`config.mk`:
```
export PLATFORM = sky130hd
export DESIGN_NAME = dcbs_top
export DESIGN_NICKNAME = d
export VERILOG_FILES = /design/src/rtl/dcbs_half.v /design/src/rtl/dcbs_top.v
export VERILOG_INCLUDE_DIRS = /design/src /design/src/rtl
export SDC_FILE = /design/constraint.sdc
export NUM_CORES = 1
export LEC_CHECK = 0
export BUFFER_PORTS_ARGS = -buffer_cell sky130_fd_sc_hd__buf_4
export CAP_MARGIN = 5
export CORE_UTILIZATION = 30
export CTS_CLUSTER_DIAMETER = 200
export DETAILED_ROUTE_END_ITERATION = 6
export PLACE_DENSITY = 0.58
export SYNTH_ARGS = -nofsm -noshare
export SYNTH_HDL_FRONTEND = slang
export SYNTH_SLANG_ARGS = --single-unit
```
`constraint.sdc`:
```
create_clock -name clk_i -period 3 [get_ports clk_i]
set_input_delay 0.3 -clock clk_i [delete_from_list [all_inputs] [get_ports clk_i]]
set_output_delay 0.3 -clock clk_i [all_outputs]
set_load 0.01 [all_outputs]
```
`src/rtl/dcbs_consts.vh`:
```
// Purpose: constants for the d channel double buffer status block
// Assumes: 32-bit classic wishbone register access, byte addresses
// Notes: definitions only
`ifndef DCBS_CONSTS_VH
`define DCBS_CONSTS_VH
// register byte offsets
`define DCBS_STATUS_OFS 4'h0
`define DCBS_MODE_OFS 4'h4
`define DCBS_RXWIN_OFS 4'h8
`define DCBS_TXWIN_OFS 4'hC
// status bit positions
`define DCBS_BIT_RX_READY 0
`define DCBS_BIT_RX_ERR 1
`define DCBS_BIT_TX_EMPTY 2
`define DCBS_BIT_RX_FULL 3
`define DCBS_BIT_TX_LOW 4
`define DCBS_BIT_TX_UF 5
// mode bit that selects double buffering
`define DCBS_MODE_DOUBLE 6
// geometry
`define DCBS_WORD_BYTES 6
`define DCBS_HALVES 2
`define DCBS_MODE_RESET 8'h40
// status after reset: tx low and tx empty set
`define DCBS_STATUS_RESET 8'h14
// byte sent when the transmit ring is dry
`define DCBS_IDLE_FILL 8'h7e
`endif

```
`src/rtl/dcbs_half.v`:
```
// Purpose: one half of a two-half code word buffer, byte count and check flag
// Assumes: writer and reader never address the same half in one cycle
// Notes: counts bytes 0..6; full when all six are present
module dcbs_half #(
    parameter WORD_BYTES = 6
) (
    input wire clk_i,
    input wire rst_i,
    input wire wr_i,
    input wire err_i,
    input wire rd_i,
    output wire full_o,
    output reg err_o,
    output reg [2:0] cnt_o
);
    assign full_o = (cnt_o == WORD_BYTES[2:0]);
    // byte count; a read clears the whole word, a write adds one
    always @(posedge clk_i) begin
        if (rst_i) begin
            cnt_o <= 3'h0;
            err_o <= 1'b0;
        end else if (rd_i && cnt_o != 3'h0) begin
            // rd only comes with the last byte read, so the whole word goes at once
            cnt_o <= 3'h0;
            err_o <= 1'b0;
        end else if (wr_i && !full_o) begin
            cnt_o <= cnt_o + 3'h1;
            // error is sticky over the word, reported once it is complete
            if (cnt_o == 3'h0)
                err_o <= err_i;
            else
                err_o <= err_o | err_i;
        end
    end
endmodule

```
`src/rtl/dcbs_top.v`:
```
// Purpose: status flags of the d channel two code word double buffer
// Assumes: link side delivers received bytes and takes transmit bytes
// Notes: register slave on classic wishbone, one-cycle ack
//
// Chosen here: the Wishbone slave port and the placing of the registers.
`include "dcbs_consts.vh"
module dcbs_top #(
    parameter WORD_BYTES = `DCBS_WORD_BYTES
) (
    input wire clk_i,
    input wire rst_i,
    input wire cyc_i,
    input wire stb_i,
    input wire we_i,
    input wire [3:0] adr_i,
    input wire [3:0] sel_i,
    input wire [31:0] dat_i,
    output reg [31:0] dat_o,
    output reg ack_o,
    input wire rx_byte_valid_i,
    input wire [7:0] rx_byte_i,
    input wire rx_byte_err_i,
    input wire tx_byte_req_i,
    output reg [7:0] tx_byte_o,
    output reg tx_idle_fill_o,
    output reg tx_empty_irq_o
);
    localparam TOTAL = WORD_BYTES * `DCBS_HALVES;

    // receive storage: two halves of one code word each
    reg [7:0] rx_mem [0:TOTAL-1];
    reg [7:0] tx_mem [0:TOTAL-1];
    reg rx_wsel;
    reg rx_rsel;
    reg [2:0] rx_rptr;
    reg [3:0] tx_wptr;
    reg [3:0] tx_rptr;
    reg [3:0] tx_cnt;
    reg [7:0] mode;
    reg [7:0] status;
    reg tx_uf;
    wire [2:0] cnt0;
    wire [2:0] cnt1;
    wire full0;
    wire full1;
    wire err0;
    wire err1;

    wire req = cyc_i & stb_i & ~ack_o;
    wire rd_status = req & ~we_i & (adr_i == `DCBS_STATUS_OFS);
    wire rd_rx = req & ~we_i & (adr_i == `DCBS_RXWIN_OFS);
    wire wr_tx = req & we_i & sel_i[0] & (adr_i == `DCBS_TXWIN_OFS);
    wire wr_mode = req & we_i & sel_i[0] & (adr_i == `DCBS_MODE_OFS);
    wire dbl = mode[`DCBS_MODE_DOUBLE];

    wire vis_full = rx_rsel ? full1 : full0;
    wire rd_pop = rd_rx & vis_full;
    wire rd_last = rd_pop & (rx_rptr == WORD_BYTES[2:0] - 3'h1);
    wire tx_push = wr_tx & (tx_cnt != TOTAL[3:0]);
    wire tx_pop = tx_byte_req_i & (tx_cnt != 4'h0);
    wire wsel_full = rx_wsel ? full1 : full0;
    wire rx_push = rx_byte_valid_i & ~wsel_full;

    // each half counts its own six bytes
    dcbs_half #(.WORD_BYTES(WORD_BYTES)) u_half0 (
        .clk_i(clk_i),
        .rst_i(rst_i),
        .wr_i(rx_push & ~rx_wsel),
        .err_i(rx_byte_err_i),
        .rd_i(rd_last & ~rx_rsel),
        .full_o(full0),
        .err_o(err0),
        .cnt_o(cnt0)
    );
    dcbs_half #(.WORD_BYTES(WORD_BYTES)) u_half1 (
        .clk_i(clk_i),
        .rst_i(rst_i),
        .wr_i(rx_push & rx_wsel),
        .err_i(rx_byte_err_i),
        .rd_i(rd_last & rx_rsel),
        .full_o(full1),
        .err_o(err1),
        .cnt_o(cnt1)
    );

    // half drain: the counter is cleared at the last byte, so drop
    // the whole word at once by feeding rd only then
    // receive write side: fill one half, then move to the other
    always @(posedge clk_i) begin
        if (rst_i) begin
            rx_wsel <= 1'b0;
        end else if (rx_push) begin
            rx_mem[{rx_wsel, 3'h0} == 4'h0 ? {1'b0, cnt0} : 4'h6 + {1'b0, cnt1}] <= rx_byte_i;
            if ((rx_wsel ? cnt1 : cnt0) == WORD_BYTES[2:0] - 3'h1)
                rx_wsel <= ~rx_wsel;
        end
    end

    // software read side: last byte of a half hands access over
    always @(posedge clk_i) begin
        if (rst_i) begin
            rx_rsel <= 1'b0;
            rx_rptr <= 3'h0;
        end else if (rd_pop) begin
            if (rd_last) begin
                rx_rptr <= 3'h0;
                rx_rsel <= ~rx_rsel;
            end else begin
                rx_rptr <= rx_rptr + 3'h1;
            end
        end
    end

    // transmit ring of two code words
    always @(posedge clk_i) begin
        if (rst_i) begin
            tx_wptr <= 4'h0;
            tx_rptr <= 4'h0;
            tx_cnt <= 4'h0;
            tx_byte_o <= 8'h00;
            tx_idle_fill_o <= 1'b0;
        end else begin
            if (tx_push) begin
                tx_mem[tx_wptr] <= dat_i[7:0];
                tx_wptr <= (tx_wptr == TOTAL[3:0] - 4'h1) ? 4'h0 : tx_wptr + 4'h1;
            end
            if (tx_pop) begin
                tx_byte_o <= tx_mem[tx_rptr];
                tx_rptr <= (tx_rptr == TOTAL[3:0] - 4'h1) ? 4'h0 : tx_rptr + 4'h1;
            end else if (tx_byte_req_i) begin
                tx_byte_o <= `DCBS_IDLE_FILL; // idle fill pattern
            end
            tx_idle_fill_o <= tx_byte_req_i & ~tx_pop;
            tx_cnt <= tx_cnt + {3'h0, tx_push} - {3'h0, tx_pop};
        end
    end

    // underflow: set wins over the read clear
    always @(posedge clk_i) begin
        if (rst_i)
            tx_uf <= 1'b0;
        else if (tx_byte_req_i & ~tx_pop & dbl)
            tx_uf <= 1'b1;
        else if (rd_status)
            tx_uf <= 1'b0;
    end

    // status image refreshed every cycle from the counts in double mode, cleared to zero otherwise
    always @(posedge clk_i) begin
        if (rst_i) begin
            status <= `DCBS_STATUS_RESET;
            tx_empty_irq_o <= 1'b1;
        end else if (dbl) begin
            status[7] <= 1'b0;
            status[6] <= 1'b0;
            status[`DCBS_BIT_TX_UF] <= tx_uf | (tx_byte_req_i & ~tx_pop);
            status[`DCBS_BIT_TX_LOW] <= (tx_cnt < 2 * WORD_BYTES);
            status[`DCBS_BIT_RX_FULL] <= full0 & full1 & ~rd_last;
            status[`DCBS_BIT_TX_EMPTY] <= (tx_cnt < WORD_BYTES);
            status[`DCBS_BIT_RX_ERR] <= vis_full & (rx_rsel ? err1 : err0);
            status[`DCBS_BIT_RX_READY] <= full0 | full1;
            tx_empty_irq_o <= (tx_cnt < 2 * WORD_BYTES); // until filled
        end else begin
            status <= 8'h00;
            tx_empty_irq_o <= 1'b0;
        end
    end

    // wishbone slave: ack one cycle after request, dropped next cycle
    always @(posedge clk_i) begin
        if (rst_i) begin
            ack_o <= 1'b0;
            dat_o <= 32'h0000_0000;
            mode <= `DCBS_MODE_RESET;
        end else begin
            ack_o <= req;
            if (wr_mode)
                mode <= dat_i[7:0];
            if (req & ~we_i) begin
                case (adr_i)
                    `DCBS_STATUS_OFS: dat_o <= {24'h00_0000, status};
                    `DCBS_MODE_OFS: dat_o <= {24'h00_0000, mode};
                    `DCBS_RXWIN_OFS:
                        dat_o <= {24'h00_0000, vis_full ?
                            rx_mem[rx_rsel ? 4'h6 + {1'b0, rx_rptr} : {1'b0, rx_rptr}] : 8'h00};
                    default: dat_o <= 32'h0000_0000;
                endcase
            end
        end
    end
endmodule

```
# == Yosys cells after proc, flatten, opt, wreduce, memory -nomap -nowiden ==
# Memory sizes are Yosys's and may differ from the RTL's. A register that Yosys moved wholly into a read port is not among the register bits.
# Index checks and enable logic that the tools add are counted.
# op_classes
n_addsub,9
n_reduce_logical,19
magnitude_cmp,2
eq_ne,10
n_bitwise,35
mux,27
# ops
cell,count
$mux 4,6
$mux 8,3
$pmux 8 s3,1
$and 1x1->1,23
$eq 4x4->1 const B,4
$mux 1,14
$eq 3x3->1 const B,4
$add 3x1->3 const B,3
$add 3x3->4 const A,2
$add 4x1->4 const B,2
$not 1->1,8
$logic_not 3->1,2
$mux 3,2
$reduce_bool 3->1,2
$reduce_or 2->1,3
$mux 5,1
$add 4x1->4,1
$eq 4x3->1 const B,1
$logic_and 1x1->1,4
$logic_not 4->1,1
$lt 4x3->1 const B,1
$lt 4x4->1 const B,1
$ne 4x4->1 const B,1
$or 1x1->1,4
other kinds (5),8
# word_totals
mem_count,2
regBits,85
elab_cells,123
mem_bits_rw,192
# memory_table
memory,depth,width,read_ports,rd_clocked_by_memory_dff,write_ports,line,source
rx_mem,12,8,1,0,1,dcbs_top.v:31,reg [7:0] rx_mem [0:TOTAL-1];
tx_mem,12,8,1,1,1,dcbs_top.v:32,reg [7:0] tx_mem [0:TOTAL-1];

# == Logic depth before layout (Yosys ltp) ==
# Gate-level depths: netlist of the first run.
# depth
depth_word,9
mapped_depth,12

# == Modules after synthesis ==
# Synthesis of the first run repeated with hierarchy kept, for this count alone.
# unflattened
cells_unflattened,747
area_unflattened_um2,10676.5
# by_module_without_submodules
module,instances,area_each_um2,seq_area_each_um2,cells_each
dcbs_top,1,10193.5,6846.6,699
dcbs_half,2,241.5,80.1,24

# == Worst setup path before layout of the first run ==
# Ideal clock, no wire load.
# synth_timing
path_type,reg2reg
start,register tx_cnt[2]
end,register tx_cnt[2]
synth_period_minus_slack_ns,2.369
arrival_ns,2.241
path_stages_with_launch,12
t_required_ns,2.872
path_buffers,0
path_slack_ns,0.631
cell_sequence,dfxtp_1 -> inv_1 -> ha_1 -> nor3b_1 -> nand2b_1 -> inv_1 -> ha_1 -> inv_1 -> ha_1 -> fa_1 -> xnor2_1 -> nor2_1
# synth_via
elab_chain_cells,4
# synth_lines
element,line,source
"start, declared",dcbs_top.v:38,reg [3:0] tx_cnt;
"start signal, assigned",dcbs_top.v:134,"tx_cnt <= tx_cnt + {3'h0, tx_push} - {3'h0, tx_pop};"
$ne 4x4->1,dcbs_top.v:59,wire tx_push = wr_tx & (tx_cnt != TOTAL[3:0]);
$and 1x1->1,dcbs_top.v:59,
$add 4x1->4,dcbs_top.v:134,
$sub 4x1->4 *,dcbs_top.v:134,
# Mark *: on every way between the ends. The rest lies on a longest branch, timed or not.
# A chain may end at the register's enable or synchronous reset.

# == Worst setup path in the final report of the first run ==
# layout_timing
start,register tx_cnt[3]
end,register tx_cnt[2]
# Same word-level chain as after synthesis.

==> reports/results.ini, run 1 <==
[status]
status = finished, final reports clean

[clock_network]
post_cts_resized = 0
cts_htree_levels = 1
cts.sinks = 254
cts_made_buffers = 27
cts_hold_repair.buffers = 0
cell_at_the_root_of_the_clock_tree = sky130_fd_sc_hd__clkbuf_16
tritoncts = built
clk_path_buf_depth = 3
clkSlewWorstSetupHoldPaths_ns = 0.06
post_cts.repair.setup_buffers = 0
clk-insertion-delay-late_ns = 0.53

[synthesis]
postSynth.asyncResetShare = 0
synth.avg_cell_area_um2 = 15.1
synth-seq-area-share = 0.665
synth-compound-area-share = 0.0520
synth_top_flop_cell = sky130_fd_sc_hd__edfxtp_1
synth-adder-area-share = 0.0292
syn-instance-count = 700
ys_warn_count = 0
yosys.area.top_type = sky130_fd_sc_hd__edfxtp_1
post_synth_instance_area_um2 = 10500
post_synth_main_area_contributors = sky130_fd_sc_hd__edfxtp_1, sky130_fd_sc_hd__dfxtp_1, sky130_fd_sc_hd__mux4_2
synth_enable_flop_cells = 192
synth.ff_latch_count = 254
synth_top_cell_area_share = 0.547
synth_top_family_by_area = multiplexers
number_of_distinct_standard_cells_referenced_by_the_synthesized_netlist = 55
synth.mux.area_fraction = 0.125
synthSimpleGateAreaFrac = 0.0845
synth_xor_xnor_area_share = 0.00665

[hold_path]
hp-class = in2reg
worst_min_delay_path_endpoint = u_half1.err_o
min-delay-start = rx_byte_err_i
hold_depth = 3

[floorplanning]
die_outline_area_um2 = 35900
core_area_um2 = 34500
dieWidth_um = 189
number_of_placement_rows = 68
fp.dieH_um = 189
initial_utilization = 0.305
floorplan.io_pins = 99

[power]
power-per-cell-area_nw_per_um2 = 642
p_leak_nw = 4.08
ir_worst_vdd_uv = 399

[setup_path]
crit_path_cell_trace = inv_1 > ha_1 > nor3b_1 > nand2b_1 > inv_1 > ha_1 > inv_1 > ha_1 > fa_1 > xnor2_1 > nor2_1
r2r_start = tx_cnt[3]
worst_path_max_delay_cell = sky130_fd_sc_hd__fa_1
worst_r2r_endpoint = tx_cnt[2]
cp.buffers_inverters = 3
timing.critical_path.arrival_ns = 2.95
reg2regPathDepth = 11
timing.setup.critical_path_class = reg2reg
slowest_delay_ns = 0.38
cp.required_ns = 3.40
reg_to_reg_slack_setup_ns = 0.45
cp_num_cells = 11
cp_launch_type = flip-flop
worstPathMaxFanout = 7
crit_family = adder cells
kind_of_end_point_of_the_critical_path = flip-flop

[layout]
n_antenna_cell = 0
fin_area_um2 = 12400
layout-drive-gt1-share = 0.233
area_growth_syn_to_layout_pct = 17.7
nNetsFinal = 866

[flow_run]
drv.max_cap_violation_count = 0

[placement]
gp_congestion = 0.724
dp_hpwl_mm = 15.0
port_buffers = 47
placed_cell_area_um2 = 11600

[drt]
drt.antenna.violating_nets = 0
wirelength_mm = 22.0
drcViolationCount = 0
via_total_after_detailed_routing = 5859
detailedRoute.firstIterationViolations = 413
route.detailed.vias_per_inst = 4.65
drt-wirelength-per-cell_um = 17.5
drtPass1Iterations = 4

[timing]
worst_pin_slew_ns = 0.796
max_freq_mhz = 392
portion_of_the_clock_cycle_consumed_by_the_worst_path_in_the_final_layout = 0.851
setup-violations-final = 0
drv_slew = 0
finalSetupTns_ns = 0
hold_violations = 0
period_minus_slack_ns = 2.55
max-slew-margin-rel = 0.468
rsz_0062_raised_after_global_routing = false
clock-skew-final_ns = 0.0168

[grt]
maximum_number_of_pins_on_one_net_before_global_route_repair = 55
first_pass_grt_wire_length_mm = 34.4
grt.total_usage = 0.125
grt_pass1_vias = 5773
grt_overflow_total = 0
initial_antenna_violation_count = 0

[Yosys cell counts, types with 9 or more instances]
library cell	instances
sky130_fd_sc_hd__dfxtp_1	62
sky130_fd_sc_hd__nand2_1	32
sky130_fd_sc_hd__mux4_2	39
sky130_fd_sc_hd__a21oi_1	19
sky130_fd_sc_hd__buf_2	10
sky130_fd_sc_hd__nor2_1	74
sky130_fd_sc_hd__buf_4	26
sky130_fd_sc_hd__nor2b_1	9
sky130_fd_sc_hd__inv_1	23
sky130_fd_sc_hd__ha_1	23
sky130_fd_sc_hd__edfxtp_1	192
sky130_fd_sc_hd__nand2b_1	15
sky130_fd_sc_hd__clkbuf_1	16
sky130_fd_sc_hd__mux2_2	14
sky130_fd_sc_hd__o21ai_0	9
sky130_fd_sc_hd__nand3_1	10
sky130_fd_sc_hd__mux2i_1	28
[layout make-up]
type                            instances  area, um^2
Timing Repair Buffer                   87         666
Multi-Input combinational cell        393        3230
Clock inverter                         16         140
Clock buffer                           33         708
Tap cell                              455         569
Fill cell                            3345       22100
Inverter                               23        86.3
Sequential cell                       254        7010
[flip-flops by register name (all words and copies together), names as in the netlist, 3 cells and up, named ones only]
signal,count
rx_mem,96
tx_mem,96
dat_o,8
mode,8
tx_byte_o,8
status,5
tx_cnt,4
tx_rptr,4
tx_wptr,4
rx_rptr,3
u_half0.cnt_o,3
u_half1.cnt_o,3
[how the worst max path moves through the flow]
stage	startpoint	end	slack (ns)
floorplan	tx_cnt[2]	tx_cnt[2]	0.63
global placement	tx_cnt[3]	tx_cnt[2]	0.48
detailed placement	tx_cnt[3]	tx_cnt[2]	0.45
CTS	tx_cnt[3]	tx_cnt[2]	0.42
global route	tx_cnt[2]	tx_cnt[2]	0.18
finish	tx_cnt[3]	tx_cnt[2]	0.45
[stage by stage]
step | hold slack, ns | util | total power, mW | std cells | worst slack, ns
floorplan | 0.399 | - | 4.59 | 723 | 0.631
global placement | 0.465 | 0.335 | 4.85 | 1212 | 0.476
detailed placement | 0.472 | 0.335 | 4.86 | 1212 | 0.454
CTS | 0.0225 | 0.359 | 8.07 | 1261 | 0.423
global route | 0.0377 | 0.359 | 8.30 | 1261 | 0.184
finish | 0.0467 | 0.359 | 7.96 | 1261 | 0.448
[logic make-up (layout without fill, tap and decap cells)]
kind of cell,Yosys count,count (layout)
flops,254,254
simple gates,180,180
compound gates,76,76
mux,81,81
buf+inv,76,159
fa+ha+maj,24,24
xor+xnor,8,8
other cells,1,24
[where the power goes]
group / internal, mW / switching (mW)
logic: 0.397 / 0.432
registers: 3.87 / 0.0749
clock network: 1.85 / 1.33
[worst min-delay path: stages]
cell and delay, ns:
sky130_fd_sc_hd__buf_4 0.09, sky130_fd_sc_hd__a22oi_1 0.07, sky130_fd_sc_hd__nor2_1 0.08
[cells in the final DEF (no fill, tap or decap), types with 5 or more instances in the layout]
cell,instances
sky130_fd_sc_hd__a221oi_1,7
sky130_fd_sc_hd__mux4_2,39
sky130_fd_sc_hd__a2111oi_0,6
sky130_fd_sc_hd__clkbuf_1,5
sky130_fd_sc_hd__dfxtp_1,61
sky130_fd_sc_hd__nand2_1,32
sky130_fd_sc_hd__buf_4,86
sky130_fd_sc_hd__o22ai_1,5
sky130_fd_sc_hd__mux2_2,14
sky130_fd_sc_hd__o21ai_0,9
sky130_fd_sc_hd__nand3_1,10
sky130_fd_sc_hd__conb_1,24
sky130_fd_sc_hd__mux2i_1,28
sky130_fd_sc_hd__a222oi_1,6
sky130_fd_sc_hd__inv_1,23
sky130_fd_sc_hd__clkbuf_16,27
sky130_fd_sc_hd__xnor2_1,6
sky130_fd_sc_hd__a21oi_1,19
sky130_fd_sc_hd__edfxtp_1,192
sky130_fd_sc_hd__clkinv_2,8
sky130_fd_sc_hd__or3_1,5
sky130_fd_sc_hd__nand2b_1,15
sky130_fd_sc_hd__ha_1,23
sky130_fd_sc_hd__nand4_1,7
sky130_fd_sc_hd__nor2_1,74
sky130_fd_sc_hd__nor2b_1,9
[layer usage]
metal  vias up  track usage  routed length [um]
met4         0       0.0273                 417
met5         -            0                   0
met1      2896        0.170               10100
li1       2804            -                   -
met3        34       0.0209                 911
met2       125        0.207               10600
(Power assumes the default switching activity.)
==> run 2: changes to the inputs <==
Settings changed: SETUP_SLACK_MARGIN set to 0.5.
==> run 2 against run 1 <==
Against the previous run: setup slack gained 0.18 ns; sequential cell count unchanged; worst hold slack got worse by 0.00079 ns; via count grew 0.61%; cell area is 0.30% higher; critical path type unchanged; largest power group unchanged.
==> reports/results.ini, run 2 (synthesis results as in run 1) <==
[layout]
n_antenna_cell = 0  ; unchanged
fill_cells = 3344  ; was 3345
largest_registers_ranked_by_flip_flop_count = rx_mem x96, tx_mem x96  ; unchanged
area_growth_syn_to_layout_pct = 18.1  ; was 17.7%
nNetsFinal = 868  ; was 866
layout_commonest_cell = sky130_fd_sc_hd__edfxtp_1  ; unchanged
mostFrequentLayoutCells = sky130_fd_sc_hd__edfxtp_1, sky130_fd_sc_hd__buf_4, sky130_fd_sc_hd__nor2_1  ; unchanged
final_non_filler_cells = 1263  ; was 1261
layout-drive-gt1-share = 0.241  ; was 0.233
post_layout_utilization_of_the_core = 0.360  ; was 0.359

[clock_network]
clkSlewWorstSetupHoldPaths_ns = 0.06  ; about the same
clk_path_buf_depth = 3  ; unchanged
tritoncts = built  ; unchanged
clk-insertion-delay-late_ns = 0.53  ; about the same
cts_htree_levels = 1  ; unchanged
cts_made_buffers = 27  ; unchanged
cts.sinks = 254  ; unchanged
cell_at_the_root_of_the_clock_tree = sky130_fd_sc_hd__clkbuf_16  ; unchanged

[floorplanning]
number_of_placement_rows = 68  ; unchanged
fp.dieH_um = 189  ; unchanged
dieWidth_um = 189  ; unchanged
die_outline_area_um2 = 35900  ; unchanged
floorplan.io_pins = 99  ; unchanged
initial_utilization = 0.305  ; unchanged
core_area_um2 = 34500  ; unchanged

[drt]
met2WireLength_mm = 10.5  ; was 10.6 mm
drt.antenna.violating_nets = 0  ; unchanged
route.detailed.vias_per_inst = 4.67  ; was 4.65
drcViolationCount = 0  ; unchanged
highest_routed_layer = met4  ; unchanged
drtPass1Iterations = 5  ; was 4
via_total_after_detailed_routing = 5895  ; was 5859
drt-met1-wl_mm = 10.2  ; was 10.1 mm
wirelength_mm = 22.1  ; was 22.0 mm
total_length_of_routed_met3_wires_mm = 1.01  ; was 911 um
detailedRoute.firstIterationViolations = 434  ; was 413
drt-wirelength-per-cell_um = 17.5  ; about the same

[setup_path]
worstPathMaxFanout = 6  ; was 7
cp_launch_type = flip-flop  ; unchanged
critical_path.endpoint = tx_cnt[2]  ; unchanged
timing.setup.critical_path_class = reg2reg  ; unchanged
worst_r2r_endpoint = tx_cnt[2]  ; unchanged
timing.critical_path.arrival_ns = 2.77  ; was 2.95 ns
kind_of_end_point_of_the_critical_path = flip-flop  ; unchanged
r2r_start = tx_cnt[3]  ; unchanged
reg_to_reg_slack_setup_ns = 0.63  ; was 0.45 ns
reg2regPathDepth = 11  ; unchanged
cp.required_ns = 3.40  ; about the same
worstSetupStartpoint = tx_cnt[3]  ; unchanged

[timing]
finalSetupTns_ns = 0  ; unchanged
max-slew-margin-rel = 0.474  ; was 0.468
worst_pin_slew_ns = 0.788  ; was 0.796 ns
max_freq_mhz = 422  ; was 392 MHz
rsz_0062_raised_after_global_routing = true  ; was false
clock-skew-final_ns = 0.0161  ; was 0.0168 ns
drv_slew = 0  ; unchanged
setup-violations-final = 0  ; unchanged
portion_of_the_clock_cycle_consumed_by_the_worst_path_in_the_final_layout = 0.790  ; was 0.851
period_minus_slack_ns = 2.37  ; was 2.55 ns
hold_violations = 0  ; unchanged
post-route-worst-setup-slack_ns = 0.630  ; was 0.448 ns

[hold_path]
hp-class = in2reg  ; unchanged

[grt]
grt_overflow_total = 0  ; unchanged
initial_antenna_violation_count = 0  ; unchanged
grt.total_usage = 0.125  ; unchanged
first_pass_grt_wire_length_mm = 34.4  ; unchanged
grt_pass1_vias = 5773  ; unchanged
maximum_number_of_pins_on_one_net_before_global_route_repair = 55  ; unchanged

[status]
status = finished, final reports clean  ; unchanged

[placement]
port_buffers = 47  ; unchanged
gp_congestion = 0.724  ; unchanged
place_ws_ns = 0.454  ; unchanged
numPlacedInstances = 1212  ; unchanged
dp_hpwl_mm = 15.0  ; unchanged

[power]
power-per-cell-area_nw_per_um2 = 643  ; was 642 nW/um^2
fin_total_pwr_mw = 8.01  ; was 7.96 mW
p_leak_nw = 4.10  ; was 4.08 nW
ir_worst_vdd_uv = 404  ; was 399 uV

[flow_run]
drv.max_cap_violation_count = 0  ; unchanged

==> run 2: changes by cell type in the layout (fill, tap and decap cells not counted), sizes merged <==
| cell | change |
|---|---|
| clkinvlp | +1 |
| inv | -1 |
| buf | +2 |
==> run 2: critical path, stage by stage, from the launching register on <==
cell	delay, ns
sky130_fd_sc_hd__dfxtp_1	0.33
sky130_fd_sc_hd__inv_1	0.10
sky130_fd_sc_hd__ha_1	0.15
sky130_fd_sc_hd__nor3b_2	0.18
sky130_fd_sc_hd__nand2b_4	0.19
sky130_fd_sc_hd__clkinvlp_4	0.14
sky130_fd_sc_hd__ha_1	0.30
sky130_fd_sc_hd__inv_1	0.04
sky130_fd_sc_hd__ha_1	0.21
sky130_fd_sc_hd__fa_1	0.38
sky130_fd_sc_hd__xnor2_1	0.16
sky130_fd_sc_hd__nor2_1	0.05
==> run 2: stage by stage <==
stage                     hold slack, ns  area (um^2)
after global routing              0.0377        12400
after global placement             0.465        11600
after CTS                         0.0225        12400
after detailed placement           0.472        11600
final                             0.0459        12400
after floorplan                    0.399        10600
==> run 2: cell type report <==
class                   count  area, um^2  area share
inverters                  23        90.1     0.00724
multi-input cells         393        3250       0.261
clock inverters            16         140      0.0113
flip-flops and latches    254        7010       0.563
clock buffers              33         708      0.0569
repair buffers             89         681      0.0547
well taps                 455         569      0.0457
==> run 2: repair_timing <==
action                                 CTS  global route
cloned                                   0             0
endpoints found under the hold margin    0             0
setup buffers                            0             2
setup endpoints to repair                3            62
hold buffers                             0             0
resized for setup                        1             5
==> run 2: power by group <==
group	switching (mW)	internal (mW)	leakage, nW
registers	0.0777	3.87	2.23
logic	0.442	0.425	1.45
clock network	1.34	1.85	0.418
total	1.86	6.15	4.10
==> run 2: worst min path at each step <==
stage	startpoint	endpoint	slack [ns]	depth (start not counted)
floorplan	rx_byte_i[0]	rx_mem[0][0]	0.40	0
global placement	tx_uf	tx_uf	0.47	2
detailed placement	dat_o[7]	dat_o[7]	0.47	2
CTS	rx_byte_err_i	u_half1.err_o	0.02	3
global route	rx_byte_err_i	u_half1.err_o	0.04	3
finish	rx_byte_i[7]	rx_mem[0][7]	0.05	1
==> run 2: layer usage <==
metal / GRT usage / vias to the layer above
li1: - / 2810
met1: 0.170 / 2908
met2: 0.207 / 143
met3: 0.0209 / 34
met4: 0.0273 / 0
met5: 0 / -
==> run 3: changes to the inputs <==
Settings changed: ABC_AREA set to 1.
Clock period 3 ns to 2.3 ns, I/O delays scaled along.
==> run 3 against run 2 <==
Against the previous run: the run now ends with design-rule violations left; global-route usage grew 1.4 points; register-to-register slack lost 0.32 ns; synthesized cell count grew 55%; combinational power grew 98%; synthesized area grew 4.2%; sequential share of layout area shrank 5.0 points; clock power grew 43%; largest cell class unchanged.
==> reports/results.ini, run 3 <==
[status]
status = complete, but fails checks  ; was finished, final reports clean
violated_checks = design-rule violations

[power]
netSwitchingFraction = 0.257  ; was 0.232
power-per-cell-area_nw_per_um2 = 833  ; was 643 nW/um^2
p_leak_nw = 5.24  ; was 4.10 nW
power.sequential.fraction = 0.451  ; was 0.493
switching_power_mw = 2.94  ; was 1.86 mW
pwr-share-comb = 0.150  ; was 0.108
ir_worst_vdd_uv = 688  ; was 404 uV
power_report.internal_total_mw = 8.47  ; was 6.15 mW
power.share.clock = 0.398  ; about the same

[timing]
period_minus_slack_ns = 1.99  ; was 2.37 ns
drv_slew = 0  ; unchanged
rsz_0062_raised_after_global_routing = true  ; unchanged
clock-skew-final_ns = 0.00692  ; was 0.0161 ns
finalSetupTns_ns = 0  ; unchanged
max-slew-margin-rel = 0.512  ; was 0.474
hold_violations = 0  ; unchanged
post-route-worst-setup-slack_ns = 0.307  ; was 0.630 ns
setup-violations-final = 0  ; unchanged
portion_of_the_clock_cycle_consumed_by_the_worst_path_in_the_final_layout = 0.866  ; was 0.790
worst_pin_slew_ns = 0.730  ; was 0.788 ns
max_freq_mhz = 502  ; was 422 MHz

[placement]
dp_hpwl_mm = 16.5  ; was 15.0 mm
port_buffers = 47  ; unchanged
place_ws_ns = 0.207  ; was 0.454 ns
gp_congestion = 0.774  ; was 0.724

[synthesis]
syn-instance-count = 1088  ; was 700
synth_top_flop_cell = sky130_fd_sc_hd__edfxtp_1  ; unchanged
postSynth.asyncResetShare = 0  ; unchanged
number_of_distinct_standard_cells_referenced_by_the_synthesized_netlist = 47  ; was 55
synth_enable_flop_cells = 192  ; unchanged
cell_with_the_most_instances_after_synthesis = sky130_fd_sc_hd__nand2_1  ; was sky130_fd_sc_hd__edfxtp_1
post_synth_main_area_contributors = sky130_fd_sc_hd__edfxtp_1, sky130_fd_sc_hd__nand2_1, sky130_fd_sc_hd__dfxtp_1  ; was sky130_fd_sc_hd__edfxtp_1, sky130_fd_sc_hd__dfxtp_1, sky130_fd_sc_hd__mux4_2
synth_top_cell_area_share = 0.525  ; was 0.547
synth-seq-area-share = 0.638  ; was 0.665
synth.cells.most_frequent = sky130_fd_sc_hd__nand2_1, sky130_fd_sc_hd__edfxtp_1, sky130_fd_sc_hd__nor2_1, sky130_fd_sc_hd__inv_1  ; was sky130_fd_sc_hd__edfxtp_1, sky130_fd_sc_hd__nor2_1, sky130_fd_sc_hd__dfxtp_1, sky130_fd_sc_hd__mux4_2, sky130_fd_sc_hd__nand2_1
ys_warn_count = 0  ; unchanged
post_synth_instance_area_um2 = 11000  ; was 10500 um^2
yosys.area.top_type = sky130_fd_sc_hd__edfxtp_1  ; unchanged
synth.ff_latch_count = 254  ; unchanged
synth.avg_cell_area_um2 = 10.1  ; was 15.1 um^2

[setup_path]
reg_to_reg_slack_setup_ns = 0.31  ; was 0.63 ns
cp_launch_type = flip-flop  ; unchanged
worst_r2r_endpoint = tx_cnt[1]  ; was tx_cnt[2]
cp.required_ns = 2.76  ; was 3.40 ns
kind_of_end_point_of_the_critical_path = flip-flop  ; unchanged
worstPathMaxFanout = 2  ; was 6
timing.setup.critical_path_class = reg2reg  ; unchanged
reg2regPathDepth = 12  ; was 11
r2r_start = tx_cnt[1]  ; was tx_cnt[3]
worstSetupStartpoint = tx_cnt[1]  ; was tx_cnt[3]
timing.critical_path.arrival_ns = 2.45  ; was 2.77 ns

[grt]
grt_overflow_total = 0  ; unchanged
maximum_number_of_pins_on_one_net_before_global_route_repair = 49  ; was 55
grt_pass1_vias = 7361  ; was 5773
grt.total_usage = 0.138  ; was 0.125
initial_antenna_violation_count = 0  ; unchanged
first_pass_grt_wire_length_mm = 40.9  ; was 34.4 mm

[layout]
n_antenna_cell = 0  ; unchanged
mostFrequentLayoutCells = sky130_fd_sc_hd__nand2_1, sky130_fd_sc_hd__edfxtp_1, sky130_fd_sc_hd__nor2_1  ; was sky130_fd_sc_hd__edfxtp_1, sky130_fd_sc_hd__buf_4, sky130_fd_sc_hd__nor2_1
area_growth_syn_to_layout_pct = 24.8  ; was 18.1%
layout_commonest_cell = sky130_fd_sc_hd__nand2_1  ; was sky130_fd_sc_hd__edfxtp_1
largest_registers_ranked_by_flip_flop_count = rx_mem x96, tx_mem x96  ; unchanged
layout-drive-gt1-share = 0.217  ; was 0.241
fill_cells = 3449  ; was 3344
nNetsFinal = 1258  ; was 868

[floorplanning]
number_of_placement_rows = 69  ; was 68
core_area_um2 = 35800  ; was 34500 um^2
floorplan.io_pins = 99  ; unchanged
fp.dieH_um = 193  ; was 189 um
die_outline_area_um2 = 37400  ; was 35900 um^2
initial_utilization = 0.306  ; was 0.305
dieWidth_um = 193  ; was 189 um

[drt]
drt.antenna.violating_nets = 0  ; unchanged
wirelength_mm = 26.2  ; was 22.1 mm
drt-wirelength-per-cell_um = 15.8  ; was 17.5 um
route.detailed.vias_per_inst = 4.55  ; was 4.67
drtPass1Iterations = 7  ; was 5
detailedRoute.firstIterationViolations = 630  ; was 434
via_total_after_detailed_routing = 7546  ; was 5895
drcViolationCount = 8  ; was 0

[clock_network]
cts_made_buffers = 26  ; was 27
cell_at_the_root_of_the_clock_tree = sky130_fd_sc_hd__clkbuf_16  ; unchanged
cts.sinks = 254  ; unchanged
tritoncts = built  ; unchanged
clkSlewWorstSetupHoldPaths_ns = 0.06  ; about the same
cts_htree_levels = 1  ; unchanged
clk_path_buf_depth = 3  ; unchanged
clk-insertion-delay-late_ns = 0.53  ; about the same

[hold_path]
min-delay-start = dat_i[7]  ; was rx_byte_i[7]
hold_depth = 1  ; unchanged
worst_min_delay_path_endpoint = tx_mem[6][7]  ; was rx_mem[0][7]
hp-class = in2reg  ; unchanged

[flow_run]
drv.max_cap_violation_count = 0  ; unchanged

run 3: cell types whose count changed in the layout (fill, tap and decap cells not counted), moves of 28 or more:
cell,before,now
sky130_fd_sc_hd__nand2_1,32,318
sky130_fd_sc_hd__o21ai_0,9,59
sky130_fd_sc_hd__mux4_2,39,0
sky130_fd_sc_hd__inv_1,22,60
sky130_fd_sc_hd__nand3_1,10,48
sky130_fd_sc_hd__nor2_4,0,29
sky130_fd_sc_hd__mux2i_1,28,0
run 3: worst max path at each step:
stage / endpoint / slack, ns / cells past startpoint
detailed placement: rx_mem[6][1] / 0.21 / 7
global placement: tx_cnt[1] / 0.21 / 12
global route: tx_cnt[2] / 0.26 / 12
finish: tx_cnt[1] / 0.31 / 12
floorplan: tx_cnt[1] / 0.34 / 12
CTS: tx_cnt[1] / 0.27 / 12
run 3: stage by stage:
step                power, mW  hold slack, ns  instances  area [um^2]   util
floorplan                6.32           0.329       1111        11300      -
global placement         6.79           0.442       1580        12000  0.335
detailed placement       6.82           0.446       1580        12000  0.335
CTS                      11.4         0.00222       1651        13400  0.373
global route             11.9          0.0109       1659        13700  0.382
finish                   11.4          0.0162       1659        13700  0.382
run 3: cell type report:
class	count	area [um^2]	share of cell area
Tap cell	461	577	0.0421
Inverter	77	312	0.0227
Clock buffer	29	693	0.0506
Multi-Input combinational cell	720	3930	0.287
Timing Repair Buffer	99	917	0.0670
Sequential cell	254	7030	0.513
Clock inverter	19	238	0.0174
run 3: critical path: stages, from the launching register on:
cell                      delay (ns)
sky130_fd_sc_hd__dfxtp_2        0.35
sky130_fd_sc_hd__inv_4          0.04
sky130_fd_sc_hd__ha_4           0.15
sky130_fd_sc_hd__nand2_2        0.05
sky130_fd_sc_hd__nor2_1         0.03
sky130_fd_sc_hd__nor2_1         0.11
sky130_fd_sc_hd__nand2_2        0.09
sky130_fd_sc_hd__ha_4           0.27
sky130_fd_sc_hd__inv_2          0.03
sky130_fd_sc_hd__ha_4           0.15
sky130_fd_sc_hd__fa_2           0.51
sky130_fd_sc_hd__inv_1          0.04
sky130_fd_sc_hd__nor2_1         0.08
run 3: power groups by stage:
stage	logic [mW]	registers [mW]	clock network, mW
2_1_floorplan	1.06	5.25	0
3_3_place_gp	1.54	5.25	0
3_5_place_dp	1.57	5.25	0
4_1_cts	1.64	5.15	4.64
5_1_grt	1.93	5.17	4.79
6_report	1.72	5.15	4.55
run 3: timing repair:
action,in CTS,in global routing
pin swaps,19,33
gates resized for setup,38,68
hold endpoints to repair,38,0
hold buffers,4,0
endpoints found under the setup margin,203,220
buffers inserted,19,8
run 3: cells by family after synthesis:
logic type                 synth area share
DFF                                   0.638
AOI/OAI and AO/OA                    0.0755
xor gates and xnor gates            0.00399
and+or+nand+nor                       0.193
adders and majority gates            0.0280
buffers and inverters                0.0605
other                              0.000342
run 3: layer usage:
| layer | global-route usage | vias to the layer above | wire length [um] | part of all wire |
|---|---|---|---|---|
| li1 | - | 3772 | - | - |
| met1 | 0.190 | 3569 | 12100 | 0.46 |
| met2 | 0.229 | 170 | 12500 | 0.48 |
| met3 | 0.0221 | 32 | 1110 | 0.043 |
| met4 | 0.0296 | 3 | 448 | 0.017 |
| met5 | 0.0102 | - | 53 | 0.0020 |
